## src/c16sc_pkg.sv

```systemverilog
// Purpose: shared constants and types for the card socket control block
// Assumes: one 40 MHz clock, asynchronous active-low reset
// Notes: strobe timing counts are derived from times in nanoseconds
package c16sc_pkg;
   // -------------------------------------------------------------
   // timing
   // -------------------------------------------------------------
   localparam int CLK_PERIOD_NS = 25;     // 40 MHz clock period
   localparam int STROBE_MIN_NS = 75;     // least strobe active time
   localparam int SETUP_MIN_NS = 25;      // least address setup before strobe
   localparam int HOLD_MIN_NS = 25;       // least hold after strobe
   // least times round up to whole cycles
   localparam int STROBE_CYC = (STROBE_MIN_NS + CLK_PERIOD_NS - 1) / CLK_PERIOD_NS;
   localparam int SETUP_CYC = (SETUP_MIN_NS + CLK_PERIOD_NS - 1) / CLK_PERIOD_NS;
   localparam int HOLD_CYC = (HOLD_MIN_NS + CLK_PERIOD_NS - 1) / CLK_PERIOD_NS;
   localparam int CNT_W = 4;              // width of the phase counter

   // -------------------------------------------------------------
   // battery condition codes
   // -------------------------------------------------------------
   localparam logic [1:0] BATT_GOOD = 2'h0; // both detect lines high
   localparam logic [1:0] BATT_WEAK = 2'h1; // second low, first high
   localparam logic [1:0] BATT_DEAD = 2'h2; // first low, data lost

   // -------------------------------------------------------------
   // cycle kinds and sequencer states
   // -------------------------------------------------------------
   typedef enum logic [1:0] {
      C16SC_IO_RD = 2'h0,    // host I/O read
      C16SC_IO_WR = 2'h1,    // host I/O write
      C16SC_DMA_C2H = 2'h2,  // dma card to host memory
      C16SC_DMA_H2C = 2'h3   // dma host memory to card
   } c16sc_kind_t;

   typedef enum logic [3:0] {
      C16SC_IDLE = 4'h1,
      C16SC_SETUP = 4'h2,
      C16SC_STROBE = 4'h4,
      C16SC_HOLD = 4'h8
   } c16sc_state_t;
endpackage

```

## src/c16sc_socket_ctrl.sv

```systemverilog
// Purpose: control-signal handling of a 16-bit card socket
// Assumes: all pin inputs synchronous to I_CLOCK; one socket plus one
//          external audio source to combine with
// Notes: strobes and byte enables are active low on the card side
//
// What this block does
// - decode battery lines into good, weak, dead
// - first battery line is ring for modems
// - second line is speaker only in I/O mode
// - combine socket audio onto one output pin
// - card grounds detect lines; both reported as status
// - first enable even bytes, second odd bytes
// - assert read strobe during host I/O reads
// - read strobe is DMA write strobe, card-to-host
// - drive write strobe low on host I/O writes
// - write strobe moves words host-to-card in DMA
`timescale 1ns/100ps
module c16sc_socket_ctrl
   import c16sc_pkg::*;
(
   // clock and reset
   input wire logic I_CLOCK,
   input wire logic I_RST_N,
   // configuration from the controller
   input wire logic I_IO_MODE,
   input wire logic I_MODEM_CARD,
   input wire logic I_DMA_REQ_SEL,
   // card side inputs
   input wire logic I_BATTERY_DETECT_FIRST,
   input wire logic I_BATTERY_DETECT_SECOND,
   input wire logic I_CARD_DETECT_FIRST_N,
   input wire logic I_CARD_DETECT_SECOND_N,
   input wire logic I_INPUT_ACKNOWLEDGE_N,
   input wire logic I_WAIT_N,
   // audio of the other socket
   input wire logic I_OTHER_AUDIO,
   // cycle request from the controller
   input wire logic I_CYC_START,
   input wire logic [1:0] I_CYC_KIND,
   input wire logic I_CYC_ADDR0,
   input wire logic I_CYC_WIDE,
   // card side outputs
   output logic O_EVEN_BYTE_ENABLE_N,
   output logic O_ODD_BYTE_ENABLE_N,
   output logic O_IO_READ_STROBE_N,
   output logic O_IO_WRITE_STROBE_N,
   output logic O_COMBINED_AUDIO_OUT,
   // status to the controller
   output logic [1:0] O_BATT_STATUS,
   output logic O_RING_INDICATE,
   output logic O_CARD_DETECT_FIRST_N,
   output logic O_CARD_DETECT_SECOND_N,
   output logic O_CARD_PRESENT,
   output logic O_DMA_REQ,
   output logic O_INPUT_ACK,
   output logic O_CYC_BUSY,
   output logic O_CYC_DONE
);

   // -------------------------------------------------------------
   // status decode
   // -------------------------------------------------------------
   logic [1:0] batt_reg, batt_next;      // battery condition
   logic ring_reg, ring_next;            // ring indication
   logic audio_reg, audio_next;          // combined speaker output
   logic cd1_reg, cd1_next;              // card detect first, raw
   logic cd2_reg, cd2_next;              // card detect second, raw
   logic present_reg, present_next;      // both detect lines low
   logic dreq_reg, dreq_next;            // dma request from card
   logic iack_reg, iack_next;            // input acknowledge seen

   // battery decode from the two detect lines
   function automatic logic [1:0] batt_decode(input logic first, input logic second);
      if (!first)
         batt_decode = BATT_DEAD;
      else if (!second)
         batt_decode = BATT_WEAK;
      else
         batt_decode = BATT_GOOD;
   endfunction

   // next values of the status flops
   always_comb begin
      // battery lines mean nothing in modem or I/O use of them
      batt_next = batt_decode(I_BATTERY_DETECT_FIRST, I_BATTERY_DETECT_SECOND);
      // ring is active low on the shared first line
      ring_next = I_MODEM_CARD & ~I_BATTERY_DETECT_FIRST;
      // speaker gated by I/O mode, merged with the other socket
      audio_next = (I_IO_MODE & I_BATTERY_DETECT_SECOND) ^ I_OTHER_AUDIO;
      cd1_next = I_CARD_DETECT_FIRST_N;
      cd2_next = I_CARD_DETECT_SECOND_N;
      present_next = ~I_CARD_DETECT_FIRST_N & ~I_CARD_DETECT_SECOND_N;
      // dma request from second battery line or input acknowledge
      if (I_DMA_REQ_SEL)
         dreq_next = ~I_INPUT_ACKNOWLEDGE_N;
      else
         dreq_next = I_BATTERY_DETECT_SECOND;
      iack_next = ~I_INPUT_ACKNOWLEDGE_N;
   end

   // status registers
   always_ff @(posedge I_CLOCK or negedge I_RST_N) begin
      if (!I_RST_N) begin
         batt_reg <= BATT_GOOD;
         ring_reg <= 1'b0;
         audio_reg <= 1'b0;
         cd1_reg <= 1'b1;
         cd2_reg <= 1'b1;
         present_reg <= 1'b0;
         dreq_reg <= 1'b0;
         iack_reg <= 1'b0;
      end else begin
         batt_reg <= batt_next;
         ring_reg <= ring_next;
         audio_reg <= audio_next;
         cd1_reg <= cd1_next;
         cd2_reg <= cd2_next;
         present_reg <= present_next;
         dreq_reg <= dreq_next;
         iack_reg <= iack_next;
      end
   end

   // -------------------------------------------------------------
   // strobe sequencer
   // -------------------------------------------------------------
   c16sc_state_t state_reg, state_next;  // sequencer state
   logic [CNT_W-1:0] cnt_reg, cnt_next;  // phase cycle count
   logic [1:0] kind_reg, kind_next;      // kind of cycle in flight
   logic ce_even_reg, ce_even_next;      // even byte enable, low active
   logic ce_odd_reg, ce_odd_next;        // odd byte enable, low active
   logic rd_reg, rd_next;                // read strobe, low active
   logic wr_reg, wr_next;                // write strobe, low active
   logic done_reg, done_next;            // end of cycle pulse
   logic busy_reg, busy_next;            // cycle in flight, registered for the port

   // the read strobe serves host reads and card-to-host dma
   function automatic logic is_read(input logic [1:0] kind);
      is_read = (kind == C16SC_IO_RD) || (kind == C16SC_DMA_C2H);
   endfunction

   // next state of the sequencer
   always_comb begin
      state_next = state_reg;
      cnt_next = cnt_reg;
      kind_next = kind_reg;
      ce_even_next = ce_even_reg;
      ce_odd_next = ce_odd_reg;
      rd_next = 1'b1;
      wr_next = 1'b1;
      done_next = 1'b0;
      unique case (state_reg)
         C16SC_IDLE: begin
            // both strobes stay high between cycles
            ce_even_next = 1'b1;
            ce_odd_next = 1'b1;
            if (I_CYC_START) begin
               kind_next = I_CYC_KIND;
               // even byte on first enable, odd on second
               ce_even_next = I_CYC_ADDR0 & ~I_CYC_WIDE;
               ce_odd_next = ~I_CYC_ADDR0 & ~I_CYC_WIDE;
               cnt_next = CNT_W'(SETUP_CYC - 1);
               state_next = C16SC_SETUP;
            end
         end
         C16SC_SETUP: begin
            // address and enables settle before the strobe
            if (cnt_reg == '0) begin
               cnt_next = CNT_W'(STROBE_CYC - 1);
               rd_next = ~is_read(kind_reg);
               wr_next = is_read(kind_reg);
               state_next = C16SC_STROBE;
            end else begin
               cnt_next = cnt_reg - 1'b1;
            end
         end
         C16SC_STROBE: begin
            // only one strobe ever low
            rd_next = ~is_read(kind_reg);
            wr_next = is_read(kind_reg);
            if (cnt_reg != '0) begin
               cnt_next = cnt_reg - 1'b1;
            end else if (I_WAIT_N) begin
               // wait released: release strobe
               rd_next = 1'b1;
               wr_next = 1'b1;
               cnt_next = CNT_W'(HOLD_CYC - 1);
               state_next = C16SC_HOLD;
            end
         end
         C16SC_HOLD: begin
            // enables held past the strobe edge
            if (cnt_reg == '0) begin
               ce_even_next = 1'b1;
               ce_odd_next = 1'b1;
               done_next = 1'b1;
               state_next = C16SC_IDLE;
            end else begin
               cnt_next = cnt_reg - 1'b1;
            end
         end
         default: begin
            state_next = C16SC_IDLE;
            ce_even_next = 1'b1;
            ce_odd_next = 1'b1;
         end
      endcase
      // busy follows the state about to be entered, so the flop matches the state
      busy_next = (state_next != C16SC_IDLE);
   end

   // sequencer registers
   always_ff @(posedge I_CLOCK or negedge I_RST_N) begin
      if (!I_RST_N) begin
         state_reg <= C16SC_IDLE;
         cnt_reg <= '0;
         kind_reg <= 2'h0;
         ce_even_reg <= 1'b1;
         ce_odd_reg <= 1'b1;
         rd_reg <= 1'b1;
         wr_reg <= 1'b1;
         done_reg <= 1'b0;
         busy_reg <= 1'b0;
      end else begin
         state_reg <= state_next;
         cnt_reg <= cnt_next;
         kind_reg <= kind_next;
         ce_even_reg <= ce_even_next;
         ce_odd_reg <= ce_odd_next;
         rd_reg <= rd_next;
         wr_reg <= wr_next;
         done_reg <= done_next;
         busy_reg <= busy_next;
      end
   end

   // -------------------------------------------------------------
   // outputs
   // -------------------------------------------------------------
   assign O_EVEN_BYTE_ENABLE_N = ce_even_reg;
   assign O_ODD_BYTE_ENABLE_N = ce_odd_reg;
   assign O_IO_READ_STROBE_N = rd_reg;
   assign O_IO_WRITE_STROBE_N = wr_reg;
   assign O_COMBINED_AUDIO_OUT = audio_reg;
   assign O_BATT_STATUS = batt_reg;
   assign O_RING_INDICATE = ring_reg;
   assign O_CARD_DETECT_FIRST_N = cd1_reg;
   assign O_CARD_DETECT_SECOND_N = cd2_reg;
   assign O_CARD_PRESENT = present_reg;
   assign O_DMA_REQ = dreq_reg;
   assign O_INPUT_ACK = iack_reg;
   assign O_CYC_BUSY = busy_reg;
   assign O_CYC_DONE = done_reg;
endmodule

```

## config.mk

```make
export PLATFORM = sky130hd
export DESIGN_NAME = c16sc_socket_ctrl
export DESIGN_NICKNAME = d
export VERILOG_FILES = /design/src/c16sc_pkg.sv /design/src/c16sc_socket_ctrl.sv
export SDC_FILE = /design/constraint.sdc
export NUM_CORES = 1
export LEC_CHECK = 0
export BUFFER_PORTS_ARGS = -buffer_cell sky130_fd_sc_hd__buf_2
export CAP_MARGIN = 40
export CELL_PAD_IN_SITES_DETAIL_PLACEMENT = 0
export CELL_PAD_IN_SITES_GLOBAL_PLACEMENT = 2
export CORE_UTILIZATION = 32
export DETAILED_ROUTE_END_ITERATION = 10
export PLACE_DENSITY = 0.86
export SLEW_MARGIN = 5
export SYNTH_ARGS = -nofsm -noshare
export SYNTH_HDL_FRONTEND = slang
export SYNTH_SLANG_ARGS = --single-unit
```

## constraint.sdc

```tcl
create_clock -name I_CLOCK -period 2.15 [get_ports I_CLOCK]
set_clock_uncertainty 0.2 [all_clocks]
set_input_delay 0.1075 -clock I_CLOCK [delete_from_list [all_inputs] [get_ports I_CLOCK]]
set_output_delay 0.1075 -clock I_CLOCK [all_outputs]
set_load 0.03 [all_outputs]
```

==> out/results.ini <==
[timing]
fin_tns_setup_ps = 0
fmax_mhz = 504
rsz0062_at_grt = no
tightest_slew_ps = 499
timing.final.crit_share_pct = 92.3
slew_viol_final = 0
finalCriticalPeriod_ps = 1980
setup_viol_count_final = 0
finalHoldViolCount = 0
maxSlewHeadroom_pct = 66.5
holdWs_ps = 28.3

[placed_design]
hpwl_um = 1630
io_buffers = 30
place.gp.congestion = 0.842

[clocking]
cts_buffers = 3
clock-sinks = 24
h-tree-depth = 1
path_clk_slew_ps = 120
clockBufferDepth = 2
clk_latency_ps = 310
cts_tree = yes
cts-root-buf = clkbuf_4

[synthesis]
synth.distinct_cells = 39
syn_nets = 111
synth_edf_count = 0
syn_inst = 93
avgSynthCellArea_um2 = 12.0
synthesis.area_mm2 = 0.00112
async_reset_ff_share_pct = 100
ys_seq_elements = 24
ys_seq_area_share_pct = 54.5
ys_warn_count = 0
synth_flop_cell = dfrtp_1

[global_routing]
grt_max_degree = 25
grt_use_total_pct = 14.0
grt_pass1_wl_um = 3770
grt_pass1_vias = 862
antenna_found_initial = 0
overflow = 0

[drt]
post_drt_via_cell_ratio = 4.64
dr.pass1.iters = 4
ant_nets = 0
vias = 881
drc = 0
wirelength_um = 2300
wl_per_cell_um = 12.1
drt-initial-drc-count = 19

[run]
cap_violations = 0

[power]
clkPwrFrac_pct = 18.9
ir_drop_mv = 0.633
netSwitchingPower_uw = 621
power_frac_seq_pct = 40.3
p_sw_share_pct = 36.9
power_density_mw_per_mm2 = 1090
p_leak_nw = 0.717
p_comb_share_pct = 40.8
internal_power_mw = 1.06

[final_layout]
fillers = 318
areaGrowthSynthToFinish_pct = 38.5
ff_latch_area_um2 = 609
fin_nets = 163
multiInputGateArea_um2 = 488
drive_gt1_share_pct = 41.7
diodes = 0

[outcome]
status = complete, no violations

[setup_path]
worstPathRequired_ps = 2160
start_kind = flip-flop
cp-end-kind = flip-flop
path_max_fanout = 5
cp_data_arrival_time_ps = 1990
critPathKind = flip-flop to flip-flop

[min_path]
hold_class = input port to flip-flop

[floorplan]
die_width_um = 61.1
rows = 21
dieArea_mm2 = 0.00374
fp.dieH_um = 61.1
num_io_pins = 32
coreArea_mm2 = 0.00334
start_util_pct = 33.5

-- power by group through the flow --
stage,clock (mW),combinational (mW),sequential (mW)
final,0.318,0.686,0.677
after global routing,0.351,0.759,0.693
after CTS,0.332,0.675,0.678
after detailed placement,0,0.646,0.686
after global placement,0,0.639,0.680
after floorplan,0,0.395,0.754
-- cells by family (layout without fill, tap and decap cells) --
family,after synthesis,after routing,share of synthesized area (%)
flops,24,24,54.5
fa+ha+maj,1,1,1.12
mux,1,1,1.01
xor+xnor,1,1,0.783
buf+inv,7,58,2.35
simple gates,36,36,22.8
compound gates,23,23,17.4
-- synth_stat cells, types with 2 or more instances --
cell type | number | share of area, %
o211ai_1 | 2 | 1.3
nand2_1 | 9 | 3.0
nor2_1 | 8 | 2.7
inv_1 | 7 | 2.3
or2b_1 | 3 | 2.0
o31ai_2 | 2 | 2.2
a21oi_1 | 6 | 2.7
dfstp_2 | 7 | 16
dfrtp_1 | 17 | 38
o21a_1 | 2 | 1.3
nand2b_1 | 2 | 1.1
-- placed cells by master, fill, tap and decap left out, drive strengths merged, types with 2 or more instances in the layout --
cell type / n
dfstp: 7
o211ai: 3
or2b: 3
nor3: 2
dlygate4sd3: 15
clkbuf: 3
dfrtp: 17
nor2: 8
nor2b: 3
inv: 7
a21oi: 6
o21a: 3
nand2: 9
o31ai: 2
o21ai: 2
nor3b: 2
buf: 32
nand2b: 2
-- per-stage QoR --
| step | area [µm²] | util (%) | cells | power, mW | setup slack (ps) |
|---|---|---|---|---|---|
| finish | 1550 | 46.4 | 190 | 1.68 | 165 |
| global route | 1550 | 46.4 | 190 | 1.80 | 51.8 |
| CTS | 1540 | 46.3 | 190 | 1.68 | 49.5 |
| detailed placement | 1340 | 40.2 | 171 | 1.33 | 93.8 |
| global placement | 1340 | 40.2 | 171 | 1.32 | 128 |
| floorplan | 1120 | - | 93 | 1.15 | 258 |
-- worst max-delay path: stages (launching register included) --
cell and delay (ps):
dfrtp_1 440, inv_1 70, ha_1 200, or3b_4 440, nand2_2 110, o221ai_4 120, a21oi_1 190, o22ai_2 90
-- area by class of cell --
| cell class | count | area share (%) |
|---|---|---|
| clock buffers | 3 | 1.45 |
| clock inverters | 1 | 1.94 |
| inverters | 7 | 1.70 |
| multi-input cells | 62 | 31.5 |
| flip-flops and latches | 24 | 39.3 |
| well taps | 46 | 3.72 |
| repair buffers | 47 | 20.4 |
-- routing by layer --
metal  up-vias  GRT usage, %  part of all wire, %
li1        429             -                    -
met1       423          16.0                   42
met2        26          25.5                   52
met3         3          5.25                  5.3
met4         0          1.95                 0.52
met5         -             0                    0
-- timing repair --
| action | CTS | global route |
|---|---|---|
| setup buffers | 0 | 0 |
| endpoints found under the setup margin | 0 | 2 |
| hold endpoints to repair | 39 | 0 |
| resized for setup | 0 | 2 |
| hold buffers | 15 | 0 |
-- worst paths after layout --
check / slack (ps) / cells after the start / to / startpoint
worst max-delay path: 170 / 7 / cnt_reg[2]$_DFFE_PN0P_ / cnt_reg[1]$_DFFE_PN0P_
worst min register to register: 280 / 1 / O_IO_WRITE_STROBE_N$_DFF_PN1_ / kind_reg[0]$_DFFE_PN0P_
max in group asynchronous: 1310 / 2 / O_CARD_DETECT_FIRST_N$_DFF_PN1_ / I_RST_N
min in group asynchronous: 70 / 2 / cnt_reg[1]$_DFFE_PN0P_ / I_RST_N
worst max register to register: 170 / 7 / cnt_reg[2]$_DFFE_PN0P_ / cnt_reg[1]$_DFFE_PN0P_
worst min-delay path: 30 / 4 / O_EVEN_BYTE_ENABLE_N$_DFFE_PN1P_ / I_CYC_START
No activity file was read; power rests on OpenSTA's default activity.
